--- src/umcs_regs.vh ---
// Register offsets, field positions, reset values and timing counts of the mode and clock block.
`ifndef UMCS_REGS_VH
`define UMCS_REGS_VH
// ----------------------------------------
// Bus offsets in the eight-byte block
// ----------------------------------------
`define UMCS_OFS_DATA 3'h0
`define UMCS_OFS_FIFO_CTRL 3'h2
`define UMCS_OFS_LINE_FMT 3'h3
`define UMCS_OFS_INDEX_DATA 3'h5
`define UMCS_OFS_SCRATCH 3'h7
// ----------------------------------------
// Indexed control set
// ----------------------------------------
`define UMCS_IDX_ADD_CTRL 8'h00
`define UMCS_IDX_PRESCALE 8'h01
`define UMCS_IDX_EXT_CLK 8'h02
`define UMCS_IDX_SAMPLE_CNT 8'h03
`define UMCS_IDX_ADD_STATUS 8'h04
`define UMCS_IDX_RX_FILL 8'h05
`define UMCS_IDX_TX_FILL 8'h06
`define UMCS_IDX_RX_TRIG 8'h07
`define UMCS_IDX_TX_TRIG 8'h08
`define UMCS_IDX_FLOW_LOW 8'h09
`define UMCS_IDX_FLOW_HIGH 8'h0A
// ----------------------------------------
// Field positions
// ----------------------------------------
`define UMCS_FCR_ENABLE 0
`define UMCS_FCR_SIZE 5
`define UMCS_EFR_ENHANCED 4
`define UMCS_LCR_DIV_ACCESS 7
`define UMCS_ACR_TRIG_EN 5
`define UMCS_ACR_INDEX_EN 6
`define UMCS_CKS_RX_EXT 0
`define UMCS_CKS_TX_EXT 1
`define UMCS_CKS_TX_FROM_DTR 2
// ----------------------------------------
// Reset values and constants
// ----------------------------------------
`define UMCS_LCR_ENH_KEY 8'hBF
`define UMCS_RST_PRESCALE 8'h20
`define UMCS_RST_SAMPLE_CNT 8'h00
`define UMCS_SAMPLES_DEFAULT 5'h10
`define UMCS_SAMPLES_MIN 8'h04
`define UMCS_EIGHTHS_ONE 9'h008
`define UMCS_DEPTH_BYTE 8'h01
`define UMCS_DEPTH_STD 8'h10
`define UMCS_DEPTH_DEEP 8'h80
`endif

--- src/umcs_top.v ---
// Mode selection, register access and baud clock generation of the UART.
// Operation
// - Reset clears FIFO enable: byte mode.
// - FIFO enable low ignores all other mode bits.
// - FIFO enable alone gives 16-entry FIFOs.
// - Size bit without enhanced mode gives 128.
// - Size bit writable only with divisor access set.
// - Size-bit features only while enhanced mode off.
// - Enhanced mode with FIFO enable gives 128.
// - Deep-buffer select pin is tied low.
// - Trigger enable uses programmable thresholds instead.
// - Prescaler divides by M plus N/8.
// - Prescaler divides by four after reset.
// - External clocks from ring, terminal, data-set pins.
// - Sample count resets zero; 0-3 mean 16.
// - Sample count 4-15 sets sample ticks per bit.
// - Fill levels and flow status are readable.
// - Writing 0xBF opens enhanced set, keeps format.
// - Additional control bit 6 exposes indexed set to reads; indexed writes pass whenever the enhanced set is closed.
`include "umcs_regs.vh"
`default_nettype none
module umcs_top #(
   parameter DATA_W = 8
)(
   input wire clock_i,
   input wire rst_n_i,
   input wire [2:0] addr_i,
   input wire wr_stb_i,
   input wire rd_stb_i,
   input wire [7:0] wdata_i,
   output wire [7:0] rdata_o,
   input wire [7:0] rx_data_i,
   input wire [7:0] rx_fill_level_i,
   input wire [7:0] tx_fill_level_i,
   input wire [7:0] flow_status_i,
   output wire tx_wr_ready_o,
   output wire tx_valid_o,
   input wire tx_ready_i,
   output wire [DATA_W-1:0] tx_data_o,
   input wire ring_indicate_pin_i,
   input wire terminal_ready_pin_i,
   input wire data_set_ready_pin_i,
   output wire [7:0] fifo_depth_o,
   output wire legacy_ext_en_o,
   output wire prog_trig_o,
   output wire [7:0] rx_trigger_o,
   output wire [7:0] tx_trigger_o,
   output wire [7:0] flow_low_o,
   output wire [7:0] flow_high_o,
   output wire sample_tick_o,
   output wire tx_bit_tick_o,
   output wire rx_bit_tick_o
);
   // ----------------------------------------
   // Reset release
   // ----------------------------------------
   reg [1:0] rst_sync_ff;
   wire rst_n;

   always @(posedge clock_i or negedge rst_n_i)
   begin
      if (!rst_n_i)
      begin
         rst_sync_ff <= 2'b00;
      end
      else
      begin
         rst_sync_ff <= {rst_sync_ff[0], 1'b1};
      end
   end
   assign rst_n = rst_sync_ff[1];

   // ----------------------------------------
   // Registers
   // ----------------------------------------
   localparam DEEP_SEL_PIN = 1'b0;
   reg [7:0] fifo_control_ff;
   reg [7:0] line_format_control_ff;
   reg enh_open_ff;
   reg [7:0] enhanced_features_ff;
   reg [7:0] scratch_ff;
   reg [7:0] additional_control_ff;
   reg [7:0] clock_prescale_ratio_ff;
   reg [7:0] external_clock_select_ff;
   reg [7:0] sample_clock_count_ff;
   reg [7:0] rx_trigger_level_ff;
   reg [7:0] tx_trigger_level_ff;
   reg [7:0] flow_low_threshold_ff;
   reg [7:0] flow_high_threshold_ff;
   reg [7:0] rdata_ff;
   reg [7:0] nxt_rdata;
   wire div_access;
   wire wr_fifo;
   wire wr_efr;
   wire wr_index;
   wire buf_in_ready;

   assign div_access = line_format_control_ff[`UMCS_LCR_DIV_ACCESS];
   assign wr_efr = wr_stb_i & enh_open_ff & (addr_i == `UMCS_OFS_FIFO_CTRL);
   assign wr_fifo = wr_stb_i & ~enh_open_ff & (addr_i == `UMCS_OFS_FIFO_CTRL);
   assign wr_index = wr_stb_i & ~enh_open_ff & (addr_i == `UMCS_OFS_INDEX_DATA);

   always @(posedge clock_i or negedge rst_n)
   begin
      if (!rst_n)
      begin
         fifo_control_ff <= 8'h00;
         line_format_control_ff <= 8'h00;
         enh_open_ff <= 1'b0;
         enhanced_features_ff <= 8'h00;
         scratch_ff <= 8'h00;
      end
      else
      begin
         if (wr_stb_i & (addr_i == `UMCS_OFS_LINE_FMT))
         begin
            if (wdata_i == `UMCS_LCR_ENH_KEY)
            begin
               line_format_control_ff[`UMCS_LCR_DIV_ACCESS] <= 1'b1;
               enh_open_ff <= 1'b1;
            end
            else
            begin
               line_format_control_ff <= wdata_i;
               enh_open_ff <= 1'b0;
            end
         end
         if (wr_efr)
         begin
            enhanced_features_ff <= wdata_i;
         end
         if (wr_fifo)
         begin
            fifo_control_ff[4:0] <= wdata_i[4:0];
            fifo_control_ff[7:6] <= wdata_i[7:6];
            if (div_access)
            begin
               fifo_control_ff[`UMCS_FCR_SIZE] <= wdata_i[`UMCS_FCR_SIZE];
            end
         end
         if (wr_stb_i & (addr_i == `UMCS_OFS_SCRATCH))
         begin
            scratch_ff <= wdata_i;
         end
      end
   end

   // Indexed set: scratch selects the entry, the data offset carries it.
   always @(posedge clock_i or negedge rst_n)
   begin
      if (!rst_n)
      begin
         additional_control_ff <= 8'h00;
         clock_prescale_ratio_ff <= `UMCS_RST_PRESCALE;
         external_clock_select_ff <= 8'h00;
         sample_clock_count_ff <= `UMCS_RST_SAMPLE_CNT;
         rx_trigger_level_ff <= 8'h00;
         tx_trigger_level_ff <= 8'h00;
         flow_low_threshold_ff <= 8'h00;
         flow_high_threshold_ff <= 8'h00;
      end
      else if (wr_index)
      begin
         if (scratch_ff == `UMCS_IDX_ADD_CTRL)
         begin
            additional_control_ff <= wdata_i;
         end
         else if (scratch_ff == `UMCS_IDX_PRESCALE)
         begin
            clock_prescale_ratio_ff <= wdata_i;
         end
         else if (scratch_ff == `UMCS_IDX_EXT_CLK)
         begin
            external_clock_select_ff <= wdata_i;
         end
         else if (scratch_ff == `UMCS_IDX_SAMPLE_CNT)
         begin
            sample_clock_count_ff <= wdata_i;
         end
         else if (scratch_ff == `UMCS_IDX_RX_TRIG)
         begin
            rx_trigger_level_ff <= wdata_i;
         end
         else if (scratch_ff == `UMCS_IDX_TX_TRIG)
         begin
            tx_trigger_level_ff <= wdata_i;
         end
         else if (scratch_ff == `UMCS_IDX_FLOW_LOW)
         begin
            flow_low_threshold_ff <= wdata_i;
         end
         else if (scratch_ff == `UMCS_IDX_FLOW_HIGH)
         begin
            flow_high_threshold_ff <= wdata_i;
         end
      end
   end

   // ----------------------------------------
   // Read path
   // ----------------------------------------
   function [7:0] index_read;
      input [7:0] idx;
      begin
         if (idx == `UMCS_IDX_ADD_CTRL)
            index_read = additional_control_ff;
         else if (idx == `UMCS_IDX_PRESCALE)
            index_read = clock_prescale_ratio_ff;
         else if (idx == `UMCS_IDX_EXT_CLK)
            index_read = external_clock_select_ff;
         else if (idx == `UMCS_IDX_SAMPLE_CNT)
            index_read = sample_clock_count_ff;
         else if (idx == `UMCS_IDX_ADD_STATUS)
            index_read = flow_status_i;
         else if (idx == `UMCS_IDX_RX_FILL)
            index_read = rx_fill_level_i;
         else if (idx == `UMCS_IDX_TX_FILL)
            index_read = tx_fill_level_i;
         else if (idx == `UMCS_IDX_RX_TRIG)
            index_read = rx_trigger_level_ff;
         else if (idx == `UMCS_IDX_TX_TRIG)
            index_read = tx_trigger_level_ff;
         else if (idx == `UMCS_IDX_FLOW_LOW)
            index_read = flow_low_threshold_ff;
         else if (idx == `UMCS_IDX_FLOW_HIGH)
            index_read = flow_high_threshold_ff;
         else
            index_read = 8'h00;
      end
   endfunction

   always @*
   begin
      nxt_rdata = rdata_ff;
      if (rd_stb_i)
      begin
         if (addr_i == `UMCS_OFS_DATA)
            nxt_rdata = rx_data_i;
         else if (addr_i == `UMCS_OFS_FIFO_CTRL)
            nxt_rdata = enh_open_ff ? enhanced_features_ff :
                        {{2{fifo_control_ff[`UMCS_FCR_ENABLE]}}, 6'h01};
         else if (addr_i == `UMCS_OFS_LINE_FMT)
            nxt_rdata = line_format_control_ff;
         else if (addr_i == `UMCS_OFS_INDEX_DATA)
            nxt_rdata = additional_control_ff[`UMCS_ACR_INDEX_EN] ?
                        index_read(scratch_ff) : {2'b00, buf_in_ready, 5'h00};
         else if (addr_i == `UMCS_OFS_SCRATCH)
            nxt_rdata = scratch_ff;
         else
            nxt_rdata = 8'h00;
      end
   end

   always @(posedge clock_i or negedge rst_n)
   begin
      if (!rst_n)
         rdata_ff <= 8'h00;
      else
         rdata_ff <= nxt_rdata;
   end
   assign rdata_o = rdata_ff;

   // ----------------------------------------
   // Mode selection
   // ----------------------------------------
   wire fifo_en;
   wire enhanced;
   wire size_bit;
   reg [7:0] depth;

   assign fifo_en = fifo_control_ff[`UMCS_FCR_ENABLE];
   assign enhanced = enhanced_features_ff[`UMCS_EFR_ENHANCED];
   assign size_bit = fifo_control_ff[`UMCS_FCR_SIZE];

   always @*
   begin
      if (!fifo_en)
         depth = `UMCS_DEPTH_BYTE;
      else if (enhanced)
         depth = `UMCS_DEPTH_DEEP;
      else if (size_bit | DEEP_SEL_PIN)
         depth = `UMCS_DEPTH_DEEP;
      else
         depth = `UMCS_DEPTH_STD;
   end
   assign fifo_depth_o = depth;
   assign legacy_ext_en_o = fifo_en & ~enhanced & size_bit;

   // Programmable thresholds replace the legacy trigger bits.
   assign prog_trig_o = fifo_en & additional_control_ff[`UMCS_ACR_TRIG_EN];
   assign rx_trigger_o = prog_trig_o ? rx_trigger_level_ff :
                         {6'h00, fifo_control_ff[7:6]};
   assign tx_trigger_o = prog_trig_o ? tx_trigger_level_ff :
                         {6'h00, fifo_control_ff[5:4]};
   assign flow_low_o = flow_low_threshold_ff;
   assign flow_high_o = flow_high_threshold_ff;

   // ----------------------------------------
   // Transmit buffer
   // ----------------------------------------
   wire tx_push;
   assign tx_push = wr_stb_i & (addr_i == `UMCS_OFS_DATA) & ~div_access;
   assign tx_wr_ready_o = buf_in_ready;

   umcs_buffer #(.WIDTH(DATA_W), .AW(1)) u_txbuf (
      .clock_i(clock_i),
      .rst_n_i(rst_n),
      .in_valid_i(tx_push),
      .in_ready_o(buf_in_ready),
      .in_data_i(wdata_i[DATA_W-1:0]),
      .out_valid_o(tx_valid_o),
      .out_ready_i(tx_ready_i),
      .out_data_o(tx_data_o)
   );

   // ----------------------------------------
   // Prescaler and sample counter
   // ----------------------------------------
   // Eighths accumulate so a fractional ratio averages out exactly.
   reg [8:0] acc_ff;
   reg [4:0] tx_cnt_ff;
   reg [4:0] rx_cnt_ff;
   wire [8:0] ratio;
   wire [8:0] acc_sum;
   wire pre_tick;
   wire [4:0] samples;

   assign ratio = (clock_prescale_ratio_ff < 8'h08) ? `UMCS_EIGHTHS_ONE :
                  {1'b0, clock_prescale_ratio_ff};
   assign acc_sum = acc_ff + `UMCS_EIGHTHS_ONE;
   assign pre_tick = (acc_sum >= ratio);
   assign samples = (sample_clock_count_ff < `UMCS_SAMPLES_MIN) ? `UMCS_SAMPLES_DEFAULT :
                    {1'b0, sample_clock_count_ff[3:0]};

   always @(posedge clock_i or negedge rst_n)
   begin
      if (!rst_n)
      begin
         acc_ff <= 9'h000;
         tx_cnt_ff <= 5'h00;
         rx_cnt_ff <= 5'h00;
      end
      else
      begin
         acc_ff <= pre_tick ? (acc_sum - ratio) : acc_sum;
         if (pre_tick)
         begin
            tx_cnt_ff <= (tx_cnt_ff + 5'h01 >= samples) ? 5'h00 : tx_cnt_ff + 5'h01;
            rx_cnt_ff <= (rx_cnt_ff + 5'h01 >= samples) ? 5'h00 : rx_cnt_ff + 5'h01;
         end
      end
   end

   // ----------------------------------------
   // External clock pins
   // ----------------------------------------
   reg [2:0] ri_sync_ff;
   reg [2:0] dtr_sync_ff;
   reg [2:0] dsr_sync_ff;
   wire tx_ext_edge;
   wire rx_ext_edge;

   always @(posedge clock_i or negedge rst_n)
   begin
      if (!rst_n)
      begin
         ri_sync_ff <= 3'h0;
         dtr_sync_ff <= 3'h0;
         dsr_sync_ff <= 3'h0;
      end
      else
      begin
         ri_sync_ff <= {ri_sync_ff[1:0], ring_indicate_pin_i};
         dtr_sync_ff <= {dtr_sync_ff[1:0], terminal_ready_pin_i};
         dsr_sync_ff <= {dsr_sync_ff[1:0], data_set_ready_pin_i};
      end
   end

   // Only the second and third stages feed the edge detectors.
   assign tx_ext_edge = external_clock_select_ff[`UMCS_CKS_TX_FROM_DTR] ?
                        (dtr_sync_ff[1] & ~dtr_sync_ff[2]) :
                        (ri_sync_ff[1] & ~ri_sync_ff[2]);
   assign rx_ext_edge = dsr_sync_ff[1] & ~dsr_sync_ff[2];

   assign sample_tick_o = pre_tick;
   assign tx_bit_tick_o = external_clock_select_ff[`UMCS_CKS_TX_EXT] ? tx_ext_edge :
                          (pre_tick & (tx_cnt_ff == 5'h00));
   assign rx_bit_tick_o = external_clock_select_ff[`UMCS_CKS_RX_EXT] ? rx_ext_edge :
                          (pre_tick & (rx_cnt_ff == 5'h00));
endmodule
`default_nettype wire

--- src/umcs_buffer.v ---
// Small valid/ready buffer that holds transmit words on their way to the transmitter.
`default_nettype none
module umcs_buffer #(
   parameter WIDTH = 8,
   parameter AW = 1
)(
   input wire clock_i,
   input wire rst_n_i,
   input wire in_valid_i,
   output wire in_ready_o,
   input wire [WIDTH-1:0] in_data_i,
   output wire out_valid_o,
   input wire out_ready_i,
   output wire [WIDTH-1:0] out_data_o
);
   localparam DEPTH = 1 << AW;
   reg [WIDTH-1:0] mem_ff [0:DEPTH-1];
   reg [AW-1:0] wr_ptr_ff;
   reg [AW-1:0] rd_ptr_ff;
   reg [AW:0] count_ff;
   wire push;
   wire pop;

   assign in_ready_o = (count_ff != DEPTH[AW:0]);
   assign out_valid_o = (count_ff != {(AW+1){1'b0}});
   assign out_data_o = mem_ff[rd_ptr_ff];
   assign push = in_valid_i & in_ready_o;
   assign pop = out_valid_o & out_ready_i;

   always @(posedge clock_i)
   begin
      if (push)
      begin
         mem_ff[wr_ptr_ff] <= in_data_i;
      end
   end

   always @(posedge clock_i or negedge rst_n_i)
   begin
      if (!rst_n_i)
      begin
         wr_ptr_ff <= {AW{1'b0}};
         rd_ptr_ff <= {AW{1'b0}};
         count_ff <= {(AW+1){1'b0}};
      end
      else
      begin
         if (push)
         begin
            wr_ptr_ff <= wr_ptr_ff + 1'b1;
         end
         if (pop)
         begin
            rd_ptr_ff <= rd_ptr_ff + 1'b1;
         end
         if (push & ~pop)
         begin
            count_ff <= count_ff + 1'b1;
         end
         else if (pop & ~push)
         begin
            count_ff <= count_ff - 1'b1;
         end
      end
   end
endmodule
`default_nettype wire

--- config.mk ---
export PLATFORM = sky130hd
export DESIGN_NAME = umcs_top
export DESIGN_NICKNAME = d
export VERILOG_FILES = /design/src/umcs_top.v /design/src/umcs_buffer.v
export VERILOG_INCLUDE_DIRS = /design/src
export SDC_FILE = /design/constraint.sdc
export NUM_CORES = 1
export LEC_CHECK = 0
export BUFFER_PORTS_ARGS = -buffer_cell sky130_fd_sc_hd__buf_2
export CAP_MARGIN = 5
export CORE_ASPECT_RATIO = 0.9
export CORE_UTILIZATION = 56
export CTS_CLUSTER_DIAMETER = 30
export DETAILED_ROUTE_END_ITERATION = 8
export GPL_ROUTABILITY_DRIVEN = 1
export PLACE_DENSITY = 0.85
export SLEW_MARGIN = 20
export SYNTH_ARGS = -nofsm -noshare
export SYNTH_HDL_FRONTEND = slang
export SYNTH_SLANG_ARGS = --single-unit
--- constraint.sdc ---
create_clock -name clock_i -period 8.1 [get_ports clock_i]
set_clock_uncertainty 0.15 [all_clocks]
set_input_delay 0.405 -clock clock_i [delete_from_list [all_inputs] [get_ports clock_i]]
set_output_delay 0.405 -clock clock_i [all_outputs]
set_load 0.02 [all_outputs]
Word-level counts from Yosys, hierarchy flattened
Memories as Yosys holds them, arrays and structs flattened.
Cells that the tools add are included.
{ "totals": {"output_inout_bits": 63, "romBits": 0, "regBits": 139, "elab_cells": 146, "n_memories": 1, "latchBits": 0, "input_bits": 51, "ramBits": 16} }
{ "mem_list": {"columns": ["name", "words", "width", "rd", "rd_ports_with_merged_regs", "wr", "line_no", "text"], "rows": [
  ["u_txbuf.mem_ff", 2, 8, 1, 0, 1, "umcs_buffer.v:17", "reg [WIDTH-1:0] mem_ff [0:DEPTH-1];"]
]} }
{ "op_classes": {"addsub": 8, "n_mux": 37, "bitwise": 37, "n_eq_ne": 16, "div": 0, "mul": 0, "magnitude_cmp": 5, "shift": 0, "reduce_logical": 16} }
{ "op_table": {"columns": ["op", "count"], "rows": [
  ["2-to-1 mux 8 bit", 24],
  ["equality test 8 x 3 -> 1 bit (second input constant)", 4],
  ["equality test 8 x 4 -> 1 bit (second input constant)", 3],
  ["AND 1 bit", 21],
  ["equality test 8 x 2 -> 1 bit (second input constant)", 2],
  ["NOT 1 bit", 16],
  ["2-to-1 mux 5 bit", 3],
  ["adder 5 x 1 -> 5 bit (second input constant)", 2],
  [">= comparator 5 bit", 2],
  ["zero test 5 bit", 2],
  ["adder 9 x 4 -> 9 bit (second input constant)", 1],
  [">= comparator 9 x 8 -> 1 bit", 1],
  ["2-to-1 mux 9 bit", 1],
  ["AND reduction 9 bit", 1],
  ["subtractor 9 x 8 -> 9 bit", 1],
  ["equality test 8 x 1 -> 1 bit (second input constant)", 1],
  ["equality test 8 bit (second input constant)", 1],
  ["zero test 8 bit", 1],
  ["< comparator 8 x 3 -> 1 bit (second input constant)", 1],
  ["< comparator 8 x 4 -> 1 bit (second input constant)", 1],
  ["AND reduction 8 bit", 1],
  ["2-to-1 mux 1 bit", 7],
  ["AND reduction 7 bit", 1],
  ["equality test 3 x 2 -> 1 bit (second input constant)", 2],
  ["other kinds (13)", 19]
]} }

Longest topological paths before layout
{ "depth": {"ltp_word": 17, "depth_mapped": 12, "mapped_depth_nobuf": 11} }

Cells and area by module
Synthesis repeated with hierarchy kept, for this count alone.
{ "hier_totals": {"cells_unflattened": 771, "area_unflattened_um2": 8418.1} }
{ "by_module_without_submodules": {"columns": ["mod", "seq_area_each_um2", "area_per_inst_um2", "cells_per_inst", "n_inst"], "rows": [
  ["umcs_top", 3304.4, 7631.1, 728, 1],
  ["umcs_buffer", 580.6, 787.0, 43, 1]
]} }

Worst setup path after synthesis
Ideal clock, no wire load.
{ "synth_timing": {"kind": "reg2out", "from": "reg clock_prescale_ratio_ff[7]", "to": "out tx_bit_tick_o", "path_stages_with_launch": 11, "required_ns": 7.545, "setup_slack_ns": 4.924, "n_path_buf": 1, "t_arrival_ns": 2.621, "cell_sequence": "dfrtp_1 -> nor4_1 -> nand2b_1 -> and2_1 -> ha_1 -> and4_1 -> a2111oi_2 -> and3_1 -> clkbuf_1 -> inv_2 -> a22o_1"} }
{ "synth_between": {"elab_chain_cells": 5} }
{ "synth_rtl": {"columns": ["element", "line_no", "text"], "rows": [
  ["start, declared", "umcs_top.v:83", "reg [7:0] clock_prescale_ratio_ff;"],
  ["start signal, assigned", "umcs_top.v:154", "clock_prescale_ratio_ff <= `UMCS_RST_PRESCALE;"],
  ["start signal, assigned", "umcs_top.v:170", "clock_prescale_ratio_ff <= wdata_i;"],
  ["< comparator 8 x 4 -> 1 bit", "umcs_top.v:328", "assign ratio = (clock_prescale_ratio_ff < 8'h08) ? `UMCS_EIGHTHS_ONE :"],
  ["2-to-1 mux 8 bit *", "umcs_top.v:328", null],
  [">= comparator 9 x 8 -> 1 bit *", "umcs_top.v:331", "assign pre_tick = (acc_sum >= ratio);"],
  ["AND 1 bit *", "umcs_top.v:387", "(pre_tick & (tx_cnt_ff == 5'h00));"],
  ["2-to-1 mux 1 bit *", "umcs_top.v:386", "assign tx_bit_tick_o = external_clock_select_ff[`UMCS_CKS_TX_EXT] ? tx_ext_edge :"],
  ["end, declared", "umcs_top.v:51", "output wire tx_bit_tick_o,"]
]} }
Every way passes the cells marked *; elsewhere a longest branch is shown, timed or not.

Worst setup path after layout
Ends and elaborated chain as after synthesis.

==> impl_results.md <==
* Status: finished clean
* P_int at 1.87 mW
* Hold Startpoint: rx_data_i[7]
* LEAKAGE at 4.61 nW
* N_diodes at 0
* Worst Hold Class: in -> reg
* Skew-Pair Late Insertion Delay at 0.42 ns
* Fill cells at 1,069
* P&R area growth vs syn at 14.6%
* Drt wl/cell at 20.9 um
* Initial DRC count at 826
* CTS resizes at 0
* Boundary Pins at 114
* Synth area leaders: dfrtp_1, mux2_2, edfxtp_1
* Most frequent cells in the layout: dfrtp_1, buf_2, mux2_2
* Clock Pin Slew Worst Setup and Hold Paths at 0.06 ns
* Port Buf Inserts at 108
* Max reg flops at 16
* Row cnt at 42
* Register bit total from synthesis at 152
* Starting Density at 0.575
* Relative slew slack at 0.340
* Synthesized area at 0.00850 mm2
* Post-CTS setup buffer count at 0
* Register share of total power at 0.346
* R2r startpoint: clock_prescale_ratio_ff[7]
* Crit-path max FO at 17
* RSZ-0062 raised after global routing: false
* Avg Synthesized Cell Area at 11.1 um2
* Routed WL at 22,200 um
* Worst reg2reg setup slack at 4.85 ns
* Leading register cell type out of synthesis: dfrtp_1
* Psw at 1.10 mW
* Number of flops mapped to enable cells by yosys at 16
* Async S/R FF share, synth at 0.895
* Max Freq at 248 MHz
* Reg2Reg Depth at 9
* WS Path Type: reg -> out
* # clock sinks at 152
* Worst vdd ir at 0.161 mV
* Final core occ at 0.659
* CP Launch Type: flop
* Max-cap violations at 0
* Sw frac at 0.370
* Via count at 6,720
* Final ANT Viol Nets at 0
* GR Util All Layers at 0.294
* Die span in x at 132 um
* Number of CTS-inserted buffers at 17
* Final Cycle Share at 0.499
* Hold Vio Cnt, Final at 0
* Die area at 0.0157 mm2
* Total power at 2.97 mW
* Slew Limit Fails at 0
* Largest registers: u_txbuf.mem_ff x16, acc_ff x9
* Vias per cell at 6.32
* Commonest non-fill, non-tap cell in the layout: dfrtp_1
* Worst slew pin tran at 0.978 ns
* Setup TNS at 0 ns
* Root buffer cell: clkbuf_16
* Sequential-to-total area share from yosys stat at 0.457
* Dpl hpwl at 15,200 um
* CP arrival at 3.48 ns
* Vias in the first global route at 6,505
* Placer Congestion at 1.01
* Post-synthesis instance total at 766
* Die height at 119 um
* Clk buf depth at 2
* DRC violations left at 0
* CTS tree: yes
* Hold-critical path depth at 3
* DRT Pass-1 Iters at 5
* First-pass GRT wire length at 35,300 um
* Synth Warn # at 0
* Placed cell area at 0.00910 mm2
* Most flops, register: u_txbuf.mem_ff
* Largest net degree at the start of global routing at 71
* Power density over cell area at 306 mW/mm2
* # H-tree levels at 4
* Nets at 928
* Core ar. at 0.0148 mm2
* Initial antenna violation count at 0
* Final Cell Area at 0.00973 mm2
* Combinational share of power at 0.384
* CP required at 7.55 ns
* GRT overflow at 0
* Worst r2r dst: acc_ff[2]
* Share of cells above drive strength 1 at 0.311
* Post-synth top area cell: dfrtp_1
* Netlist cell types at 77
* Hold WS at 0.0850 ns
* Crit. End Element: output port
* Hold-critical path endpoint: rdata_o[7]
* Clock network power share at 0.269
* Final setup viols at 0
* Yosys top cell area share at 0.398
* Final min period at 4.04 ns
==> routing by layer <==
layer	GRT usage	wire [um]
met5	0	0
met2	0.438	10100
met1	0.412	9380
met4	0.107	560
met3	0.0775	2200
==> repair_timing <==
| item | in CTS | in global routing |
|---|---|---|
| endpoints found under the hold margin | 5 | 0 |
| endpoints found under the setup margin | 0 | 0 |
| hold buffers | 4 | 0 |
==> per-stage QoR <==
step	cells	setup WS, ns
after floorplan	770	3.88
after global placement	1027	4.60
after detailed placement	1027	4.53
after CTS	1063	4.07
after global routing	1063	3.84
final	1063	4.06
==> cells by family after synthesis <==
| family | Yosys count | share of synthesized area |
|---|---|---|
| and+or+nand+nor | 183 | 0.121 |
| xor gates and xnor gates | 16 | 0.0165 |
| adders and majority gates | 25 | 0.0377 |
| AOI/OAI and AO/OA | 159 | 0.134 |
| muxes | 139 | 0.189 |
| other | 2 | 0.000884 |
| buffers and inverters | 90 | 0.0443 |
| DFF | 152 | 0.457 |
==> critical path: stages (launching register included) <==
cell and delay [ns]:
dfrtp_1 0.40, nor4_1 0.38, nand2b_1 0.16, and2_1 0.19, ha_1 0.28, and4_1 0.17
a2111oi_2 0.49, and3_1 0.34, inv_2 0.24, a22o_1 0.26, buf_2 0.15
==> power groups by stage <==
| stage | registers [mW] | logic (mW) | clock network, mW |
|---|---|---|---|
| global placement | 1.03 | 1.08 | 0 |
| detailed placement | 1.04 | 1.12 | 0 |
| floorplan | 1.00 | 0.877 | 0 |
| global route | 1.05 | 1.25 | 0.840 |
| CTS | 1.03 | 1.13 | 0.808 |
| finish | 1.03 | 1.14 | 0.801 |
==> synthesized netlist by cell type, types with 3 or more instances <==
cell,n
o2111ai_1,3
nor2_1,23
nor3_1,9
nor2b_1,13
o22ai_1,6
a211oi_1,6
o31ai_1,4
o21a_1,10
a22o_1,4
mux2_4,16
nand3_1,20
or3_1,4
xnor2_1,8
o21ai_0,22
ha_1,24
o211ai_1,13
mux2i_1,28
inv_1,36
nand4_1,8
mux2_2,94
and2_1,9
o221ai_1,8
o41ai_1,3
dfrtp_1,135
a21o_1,4
buf_4,6
edfxtp_1,16
and3_1,17
nor4_1,4
a21oi_1,24
a31oi_1,8
o2bb2ai_1,5
nand2_1,41
a22oi_1,7
xor2_1,8
clkbuf_1,37
or4_1,3
o32ai_1,6
nand2b_1,11
buf_2,7
==> final cells by class <==
class                      instances  area [um2]  share of cell area
clock buffer                      19         443              0.0455
clock inverter                    13         153              0.0157
inverter                          37         139              0.0143
multi-input combinational        528        4250               0.437
sequential                       152        3890               0.400
tap                              198         248              0.0255
timing repair buffer             116         611              0.0627
==> how the worst max path moves through the flow <==
stage / start / to / slack (ns) / cells after the start
2_1_floorplan: rst_sync_ff[1] / acc_ff[0] / 3.88 / 0
3_3_place_gp: clock_prescale_ratio_ff[7] / tx_bit_tick_o / 4.60 / 10
3_5_place_dp: clock_prescale_ratio_ff[7] / tx_bit_tick_o / 4.53 / 10
4_1_cts: clock_prescale_ratio_ff[7] / tx_bit_tick_o / 4.07 / 10
5_1_grt: clock_prescale_ratio_ff[7] / tx_bit_tick_o / 3.84 / 10
6_report: clock_prescale_ratio_ff[7] / tx_bit_tick_o / 4.06 / 10
Power figures use the tool's default switching activity.
